`src/pkg/enc_host_pkg.sv`:
```
// shared constants and carrier types for the encoder front end and host port
// assumes one 50 MHz core clock and a synchronous active-low reset
package enc_host_pkg;
  localparam int          CLK_PERIOD_NS   = 20;
  localparam int          STABLE_CLKS     = 8;             // least dwell per encoder state
  localparam logic [3:0]  STABLE_CNT_MAX  = 4'(STABLE_CLKS - 1);
  localparam int          POS_W           = 32;
  localparam logic [31:0] POS_RESET       = 32'h0000_0000;
  localparam int          BUSY_BIT        = 0;             // position of busy in status byte
  localparam int          INDEX_BIT       = 1;             // index captured flag
  localparam int          FIFO_FULL_BIT   = 2;             // word buffer full
  localparam logic [7:0]  STATUS_RESET    = 8'h00;
  localparam logic [1:0]  BUF_DEPTH       = 2'h2;

  // one byte written by the host, with its port choice
  typedef struct packed {
    logic       is_data;   // port_choice high: data port
    logic [7:0] value;
  } host_word_t;

  // qualified, stable encoder sample
  typedef struct packed {
    logic phase_a;
    logic phase_b;
    logic index_n;
  } enc_state_t;

  typedef enum logic [1:0] {
    BUS_IDLE  = 2'b00,
    BUS_READ  = 2'b01,
    BUS_WRITE = 2'b10
  } bus_state_t;
endpackage

```
`src/enc_host_port.sv`:
```
// quadrature encoder decoder with index capture and 8-bit asynchronous host port
// assumes host strobes and encoder pins are asynchronous; the core drains written words
`timescale 1ns/1ps

// Functional notes
// RQ1 - capture position when index, A, B all low
// RQ2 - index held high when unused
// RQ3 - A leading B counts forward
// RQ4 - state recognized after eight stable clocks
// RQ5 - every phase edge is one count
// RQ6 - eight-bit bidirectional host data bus
// RQ7 - strobes honoured only with chip select low
// RQ8 - read drives status or data per port_choice
// RQ9 - write takes command or data per port_choice
// RQ10 - port_choice low command, high data
// RQ11 - host writes commands with port_choice low
// RQ12 - busy visible only in status byte
// RQ13 - busy set before any later status read
// RQ14 - all encoder inputs synchronized first
// RQ15 - position steps up or down per edge
// RQ16 - status read from command port
// RQ17 - data transfers use the data port
module enc_host_port
(
  input  wire logic                     CORE_CLK_I,
  input  wire logic                     RST_B_I,
  input  wire logic                     ENC_A_I,
  input  wire logic                     ENC_B_I,
  input  wire logic                     ENC_INDEX_B_I,
  input  wire logic                     CS_B_I,
  input  wire logic                     RD_B_I,
  input  wire logic                     WR_B_I,
  input  wire logic                     PORT_CHOICE_I,
  input  wire logic [7:0]               HOST_BUS_I,
  output logic      [7:0]               HOST_BUS_O,
  output logic                          HOST_BUS_OE_B_O,
  input  wire logic                     INDEX_ARM_I,
  input  wire logic [7:0]               RD_DATA_I,
  input  wire logic                     BUSY_CLR_I,
  output logic      [8:0]               WR_WORD_O,
  output logic                          WR_VALID_O,
  input  wire logic                     WR_READY_I,
  output logic      [31:0]              POSITION_O,
  output logic      [31:0]              INDEX_POS_O,
  output logic                          INDEX_SEEN_O
);

  // two-flop synchronisers: first stage read only by second stage
  // port choice and host data ride the same two stages, so they stay aligned with the strobes
  logic [14:0] sync1_reg, sync1_next;
  logic [14:0] sync2_reg, sync2_next;
  always_comb
  begin
    sync1_next = {ENC_A_I, ENC_B_I, ENC_INDEX_B_I, CS_B_I, RD_B_I, WR_B_I, PORT_CHOICE_I, HOST_BUS_I}; // RQ14
    sync2_next = sync1_reg;
  end
  always_ff @(posedge CORE_CLK_I)
  begin
    if (!RST_B_I)
    begin
      sync1_reg <= 15'h7e00; // pins idle high, port choice and data low
      sync2_reg <= 15'h7e00;
    end
    else
    begin
      sync1_reg <= sync1_next;
      sync2_reg <= sync2_next;
    end
  end

  enc_host_pkg::enc_state_t raw_enc;
  logic                     cs_b, rd_b, wr_b, port_choice;
  logic [7:0]               host_bus;
  assign raw_enc     = enc_host_pkg::enc_state_t'(sync2_reg[14:12]);
  assign cs_b        = sync2_reg[11];
  assign rd_b        = sync2_reg[10];
  assign wr_b        = sync2_reg[9];
  assign port_choice = sync2_reg[8];
  assign host_bus    = sync2_reg[7:0];

  // dwell filter: a new encoder state is taken only after eight equal samples
  enc_host_pkg::enc_state_t cand_reg, cand_next, stable_reg, stable_next;
  logic [3:0]               dwell_reg, dwell_next;
  logic [31:0]              pos_reg, pos_next, idx_reg, idx_next;
  logic                     seen_reg, seen_next;
  logic                     arm_reg, arm_next;
  always_comb
  begin
    cand_next   = raw_enc;
    stable_next = stable_reg;
    dwell_next  = dwell_reg;
    pos_next    = pos_reg;
    idx_next    = idx_reg;
    seen_next   = seen_reg;
    arm_next    = arm_reg | INDEX_ARM_I;
    if (raw_enc != cand_reg)
      dwell_next = 4'h0;
    else if (dwell_reg < enc_host_pkg::STABLE_CNT_MAX)
      dwell_next = dwell_reg + 4'h1;
    else
      stable_next = cand_reg; // RQ4
    // gray-code step: A leads B means forward; invalid double steps are dropped
    if (stable_next.phase_a != stable_reg.phase_a && stable_next.phase_b == stable_reg.phase_b) // RQ5
    begin
      if (stable_next.phase_a != stable_reg.phase_b)
        pos_next = pos_reg + 32'h1; // RQ3 RQ15
      else
        pos_next = pos_reg - 32'h1; // RQ15
    end
    else if (stable_next.phase_b != stable_reg.phase_b && stable_next.phase_a == stable_reg.phase_a) // RQ5
    begin
      if (stable_next.phase_b == stable_reg.phase_a)
        pos_next = pos_reg + 32'h1; // RQ3
      else
        pos_next = pos_reg - 32'h1; // RQ15
    end
    // capture only on the all-low state; an unused index sits high so never fires (RQ2)
    if (arm_reg && !stable_reg.phase_a && !stable_reg.phase_b && !stable_reg.index_n) // RQ1
    begin
      idx_next  = pos_reg;
      seen_next = 1'b1;
      arm_next  = 1'b0;
    end
  end
  always_ff @(posedge CORE_CLK_I)
  begin
    if (!RST_B_I)
    begin
      cand_reg   <= 3'h7;
      stable_reg <= 3'h7;
      dwell_reg  <= 4'h0;
      pos_reg    <= enc_host_pkg::POS_RESET;
      idx_reg    <= enc_host_pkg::POS_RESET;
      seen_reg   <= 1'b0;
      arm_reg    <= 1'b0;
    end
    else
    begin
      cand_reg   <= cand_next;
      stable_reg <= stable_next;
      dwell_reg  <= dwell_next;
      pos_reg    <= pos_next;
      idx_reg    <= idx_next;
      seen_reg   <= seen_next;
      arm_reg    <= arm_next;
    end
  end
  assign POSITION_O   = pos_reg;
  assign INDEX_POS_O  = idx_reg;
  assign INDEX_SEEN_O = seen_reg;

  // host strobe sequencer; port choice and data share the strobes' delay
  enc_host_pkg::bus_state_t bus_reg, bus_next;
  logic [7:0]               dout_reg, dout_next;
  logic                     oe_b_reg, oe_b_next;
  logic                     busy_reg, busy_next;
  enc_host_pkg::host_word_t buf_reg [2];
  enc_host_pkg::host_word_t buf_next [2];
  logic [1:0]               cnt_reg, cnt_next;
  logic                     push, pop;
  logic                     valid_reg, valid_next;
  enc_host_pkg::host_word_t in_word;
  logic [7:0]               status;

  always_comb
  begin
    status                              = enc_host_pkg::STATUS_RESET;
    status[enc_host_pkg::BUSY_BIT]      = busy_reg; // RQ12
    status[enc_host_pkg::INDEX_BIT]     = seen_reg;
    status[enc_host_pkg::FIFO_FULL_BIT] = (cnt_reg == enc_host_pkg::BUF_DEPTH);
  end

  always_comb
  begin
    bus_next      = bus_reg;
    dout_next     = dout_reg;
    oe_b_next     = 1'b1;
    push          = 1'b0;
    in_word       = '{is_data: port_choice, value: host_bus};
    case (bus_reg)
      enc_host_pkg::BUS_IDLE:
      begin
        if (!cs_b && !rd_b) // RQ7
        begin
          bus_next  = enc_host_pkg::BUS_READ;
          oe_b_next = 1'b0; // RQ6
          dout_next = port_choice ? RD_DATA_I : status; // RQ8 RQ10 RQ16 RQ17
        end
        else if (!cs_b && !wr_b) // RQ7
          bus_next = enc_host_pkg::BUS_WRITE;
      end
      enc_host_pkg::BUS_READ:
      begin
        oe_b_next = rd_b | cs_b ? 1'b1 : 1'b0;
        if (rd_b || cs_b)
          bus_next = enc_host_pkg::BUS_IDLE;
      end
      enc_host_pkg::BUS_WRITE:
      begin
        // byte is latched at the rising write edge, when host data is settled
        if (wr_b || cs_b)
        begin
          bus_next = enc_host_pkg::BUS_IDLE;
          push     = 1'b1; // RQ9 RQ11
        end
      end
      default:
        bus_next = enc_host_pkg::BUS_IDLE;
    endcase
  end

  // two-entry buffer; a full buffer drops the write but busy stays high to warn the host
  assign pop = WR_VALID_O && WR_READY_I;
  always_comb
  begin
    buf_next = buf_reg;
    cnt_next = cnt_reg;
    if (pop)
    begin
      buf_next[0] = buf_reg[1];
      cnt_next    = cnt_next - 2'h1;
    end
    if (push && cnt_next < enc_host_pkg::BUF_DEPTH)
    begin
      buf_next[cnt_next[0]] = in_word;
      cnt_next              = cnt_next + 2'h1;
    end
    // set wins over clear so a write landing with the clear is not lost
    busy_next = push ? 1'b1 : (BUSY_CLR_I ? 1'b0 : busy_reg); // RQ13
    valid_next = (cnt_next != 2'h0); // registered so the output leaves a flop
  end

  always_ff @(posedge CORE_CLK_I)
  begin
    if (!RST_B_I)
    begin
      bus_reg    <= enc_host_pkg::BUS_IDLE;
      dout_reg   <= 8'h00;
      oe_b_reg   <= 1'b1;
      busy_reg   <= 1'b0;
      buf_reg[0] <= '0;
      buf_reg[1] <= '0;
      cnt_reg    <= 2'h0;
      valid_reg  <= 1'b0;
    end
    else
    begin
      bus_reg    <= bus_next;
      dout_reg   <= dout_next;
      oe_b_reg   <= oe_b_next;
      busy_reg   <= busy_next;
      buf_reg    <= buf_next;
      cnt_reg    <= cnt_next;
      valid_reg  <= valid_next;
    end
  end

  assign HOST_BUS_O      = dout_reg;
  assign HOST_BUS_OE_B_O = oe_b_reg;
  assign WR_WORD_O       = buf_reg[0];
  assign WR_VALID_O      = valid_reg;

endmodule // enc_host_port

```
`config.mk`:
```
export PLATFORM = sky130hd
export DESIGN_NAME = enc_host_port
export DESIGN_NICKNAME = d
export VERILOG_FILES = /design/src/pkg/enc_host_pkg.sv /design/src/enc_host_port.sv
export SDC_FILE = /design/constraint.sdc
export NUM_CORES = 1
export LEC_CHECK = 0
export BUFFER_PORTS_ARGS = -buffer_cell sky130_fd_sc_hd__clkbuf_2
export CAP_MARGIN = 5
export CORE_ASPECT_RATIO = 1.25
export CORE_MARGIN = 5
export CORE_UTILIZATION = 49
export CTS_CLUSTER_SIZE = 40
export DETAILED_ROUTE_END_ITERATION = 10
export PLACE_DENSITY = 0.71
export SETUP_SLACK_MARGIN = 0.5
export SYNTH_ARGS = -nofsm -noshare
export SYNTH_HDL_FRONTEND = slang
export SYNTH_SLANG_ARGS = --single-unit
```
`constraint.sdc`:
```
create_clock -name CORE_CLK_I -period 5.7 [get_ports CORE_CLK_I]
set_input_delay 0.57 -clock CORE_CLK_I [delete_from_list [all_inputs] [get_ports CORE_CLK_I]]
set_output_delay 0.57 -clock CORE_CLK_I [all_outputs]
set_load 0.1 [all_outputs]
```
# After elaboration in Yosys (flattened, before gate mapping)
# Cells that the tools add are included.
# word_totals
elab_cells,104
inputBits,28
register_bits,139
out_inout_bits,84
# op_classes
n_bitwise,6
magnitude_cmp,4
n_mux,26
add_sub_neg,5
eq_ne,13
reduce_logical,27
# ops
op,n
32-bit 2-to-1 mux,4
32-bit by 1-bit adder with 32-bit output (second input constant),1
32-bit by 1-bit subtractor with 32-bit output (second input constant),1
18-bit bitwise mux,1
18-bit 2-to-1 mux,1
9-bit 2-to-1 mux,2
2-bit 2-to-1 mux,6
1-bit logical AND,10
9-bit demux with 1-bit select,1
8-bit 2-to-1 mux,1
1-bit logical NOT,6
1-bit 2-to-1 mux,6
3-bit 2-to-1 mux,2
2-bit case mux with 3 select lines,1
2-bit nonzero test,3
4-bit by 1-bit adder with 4-bit output (second input constant),1
2-bit equality test (second input constant),2
4-bit by 3-bit less-than comparator with 1-bit output (second input constant),1
2-bit != test (second input constant),2
2-bit AND reduction,2
2-bit OR reduction,2
1-bit equality test,3
1-bit != test,3
3-bit != test,1
other kinds (14),18

# Depth between registers and ports, before layout
# depth
depth_word,9
depth_mapped,12
depth_no_buf,10

# Least setup slack after synthesis
# OpenSTA, ideal clock, no wires.
# synth_path
path_type,register to register
start,"register pos_reg[12], in the netlist POSITION_O[12]"
end,"register pos_reg[22], in the netlist POSITION_O[22]"
required_ps,5612
path_stages_with_launch,8
t_arrival_ps,2851
path_slack_ps,2761
path_buffers,2
setup_time_ps,88
period_less_slack_ps,2939
cell_sequence,dfxtp_1 buf_2 nand2_1 or4_1 buf_2 or4_1 and3_4 o32ai_2
# synth_via
elab_chain_len,4
word_cells_on_any_way,6
cone_classes,add/sub: 2; mux: 4
# synth_rtl
element,line,rtl
start: declaration,enc_host_port.sv:84,"logic [31:0] pos_reg, pos_next, idx_reg, idx_next;"
start signal: assignment,enc_host_port.sv:132,pos_reg <= enc_host_pkg::POS_RESET;
start signal: assignment,enc_host_port.sv:142,pos_reg <= pos_next;
32-bit by 1-bit subtractor with 32-bit output / 32-bit by 1-bit adder with 32-bit output (equally long branches),-,
32-bit 2-to-1 mux,enc_host_port.sv:112,if (stable_next.phase_b == stable_reg.phase_a)
32-bit 2-to-1 mux,enc_host_port.sv:110,else if (stable_next.phase_b != stable_reg.phase_b && stable_next.phase_a == stable_reg.phase_a)
32-bit 2-to-1 mux *,enc_host_port.sv:103,if (stable_next.phase_a != stable_reg.phase_a && stable_next.phase_b == stable_reg.phase_b)
# Mark *: on every way between the ends. The rest lies on a longest branch, timed or not. The select of a mux whose other input is x is not followed.
# A chain may end at the register's enable or synchronous reset.

# Worst setup path in the final report
# layout_path
start,register dwell_reg[0]
end,"register pos_reg[31], in the netlist POSITION_O[31]"
# layout_via
elab_chain_len,7
word_cells_on_any_way,16
cone_classes,order compare: 1; eq/ne: 6; mux: 6; reduce/logical: 3
# layout_rtl
element,line,rtl
start: declaration,enc_host_port.sv:83,"logic [3:0] dwell_reg, dwell_next;"
start signal: assignment,enc_host_port.sv:141,dwell_reg <= dwell_next;
4-bit by 3-bit less-than comparator with 1-bit output *,enc_host_port.sv:98,else if (dwell_reg < enc_host_pkg::STABLE_CNT_MAX)
3-bit 2-to-1 mux *,enc_host_port.sv:98,
3-bit 2-to-1 mux *,enc_host_port.sv:96,if (raw_enc != cand_reg)
1-bit equality test,enc_host_port.sv:112,
32-bit 2-to-1 mux,enc_host_port.sv:112,
32-bit 2-to-1 mux,enc_host_port.sv:110,
32-bit 2-to-1 mux,enc_host_port.sv:103,
# Marks and branches as above.

==> impl_metrics.tcl <==
set metrics [dict create \
    status "finished clean" \
    critPathTopFamily "simple AND/OR/NAND/NOR gates" \
    ant_nets 0 \
    avgRoutedWirePerCell_um 14.9 \
    crit_start "dwell_reg[0]" \
    worst-endpoint-arrival_ns 3.78 \
    syn_to_final_growth_pct 17.2 \
    slew_viol_final 0 \
    hold_viol_final 0 \
    grt_max_degree 119 \
    yosys-top-cells-count "nand2_1, dfxtp_1, mux2i_1" \
    n_antenna_cell 0 \
    tns_ns 0 \
    cp_slowest_cell "nor4_4" \
    multiInputGateArea_um2 3290 \
    clk_pin_slew_ns 0.06 \
    path_cells "ha_1, a21oi_1, nor4_4, and2_1, ha_1, and4b_1, nand3_1, nor4_1, mux2i_1, mux2i_1" \
    ys_seq_elements 139 \
    syn_nets 770 \
    totalWireLength_um 14800 \
    synth_cell_types 45 \
    cp_data_required_time_ns 6.00 \
    setup_ws_ns 2.22 \
    synth.most_common_cell "nand2_1" \
    drt_iter0_drc 512 \
    finClkSkew_ns 0.00799 \
    fillCellCount 1170 \
    timing.fmax_ghz 0.288 \
    hp-start "WR_B_I" \
    slowest_delay_ns 0.58 \
    drc 0 \
    rr_endpoint "POSITION_O[31]" \
    cts.sinks 139 \
    firstDrtPassIters 5 \
    drive_gt1_frac 0.191 \
    reg2reg_slack_ns 2.22 \
    register_area_um2 2780 \
    rows 46 \
    dp_worst_setup_slack_ns 2.26 \
    start_util 0.502 \
    clock_path_buffers 2 \
    path_max_fanout 12 \
    synth_top_cell_by_area "dfxtp_1" \
    p_per_area_nw_per_um2 284 \
    gp_congestion 0.870 \
    setup_viol 0 \
    synth_edf_count 0 \
    async_reset_ff_frac 0 \
    min_to "sync1_reg[9]" \
    end_kind "flop" \
    dieArea_um2 15400 \
    viasPerCell 5.37 \
    grt_pass1_vias 5148 \
    critPathBufInv 0 \
    relSlewSlack 0.326 \
    cts_resized 0 \
    clock_latency_ns 0.42 \
    drv_cap 0 \
    synth_area_um2 6390 \
    hold_path_depth 2 \
    yosysSeqAreaShare 0.436 \
    syn_inst 736 \
    grt_pass1_wl_um 24400 \
    overflow 0 \
    htreeDepth 4 \
    hp-class "in -> reg" \
    syn_area_per_cell_um2 8.68 \
    die_x_um 112 \
    cts_tree "built" \
    die_h_um 138 \
    vias 5313 \
    worstRegToRegCells 10 \
    core_um2 12700 \
    track_usage 0.194 \
    vdd_drop_max_mv 0.201 \
    antenna_found_initial 0 \
    worst_slew_pin_slew_ns 1.01 \
    cts_buffers 17 \
    root_buffer "clkbuf_16" \
    synth.area.top_cells "dfxtp_1, mux2i_1, nand2_1" \
    cp-start-kind "flop" \
    postCtsSetupRepairBufs 0 \
    leakage_nw 3.47 \
    reg2reg_from "dwell_reg[0]" \
    synth_top_area_share 0.436 \
    place_hpwl_um 10100 \
    ys_warn_count 0 \
    synth_ff_type "dfxtp_1" \
    port_buffers 111 \
    path_class "reg -> reg" \
    rsz0062_at_grt "no" \
    pin_count 112 \
    post-route-period-util 0.610 \
    nets 845 \
    ctsHoldBuffers 0 \
    fin_crit_ns 3.48 \
]
-- report_power, final --
group	internal (mW)	leakage [nW]	switching, mW
logic	0.0371	2.07	0.0695
clock network	0.612	0.272	0.395
registers	0.991	1.13	0.0172
-- layout by cell type (no fill, tap or decap), types with 7 or more instances in the layout --
master	count
nand2_1	145
nor3_1	29
dfxtp_1	139
clkbuf_2	110
o211a_1	12
nor4_1	25
a21boi_0	38
nand3_1	35
inv_1	15
nand4_1	7
and2_1	24
nor2b_1	11
xor2_1	7
buf_4	7
nor2_1	18
clkbuf_16	17
clkinv_2	7
mux2i_1	75
nand2b_1	40
-- logic make-up (layout without fill, tap and decap cells) --
group                    Yosys count  after routing  share of synthesized area
adder cells (fa/ha/maj)            6              6                     0.0118
flip-flops                       139            139                      0.436
buffers and inverters             77            163                     0.0517
AND/OR/NAND/NOR                  361            361                      0.285
AO/OA/AOI/OAI                     63             63                     0.0772
XOR/XNOR                          13             13                     0.0178
multiplexers                      77             77                      0.121
-- layout make-up --
cell class / instances / share of cell area
sequential: 139 / 0.372
clock buffer: 21 / 0.0615
tap: 168 / 0.0281
multi-input combinational: 520 / 0.440
timing repair buffer: 117 / 0.0806
clock inverter: 9 / 0.00987
inverter: 16 / 0.00803
-- stage by stage --
stage	util	std cells	power, mW	hold WS, ns	instance area, µm²
finish	0.588	990	2.12	0.331	7480
global route	0.588	990	2.20	0.316	7480
CTS	0.588	990	2.14	0.315	7480
detailed placement	0.546	960	1.14	0.392	6950
global placement	0.546	960	1.13	0.395	6950
floorplan	-	736	1.11	0.386	6390
-- how the worst max path moves through the flow --
stage	end	slack (ns)	cells past startpoint
detailed placement	POSITION_O[29]	2.26	10
CTS	POSITION_O[29]	2.24	10
finish	POSITION_O[31]	2.22	10
floorplan	POSITION_O[22]	2.76	7
global route	POSITION_O[29]	1.95	10
global placement	POSITION_O[29]	2.43	10
-- metal layers --
layer / share of wire / up-vias / track usage
li1: - / 2637 / -
met1: 0.42 / 2512 / 0.225
met2: 0.51 / 141 / 0.339
met3: 0.051 / 23 / 0.0492
met4: 0.018 / 0 / 0.0848
met5: 0 / - / 0
(Power assumes the default switching activity.)
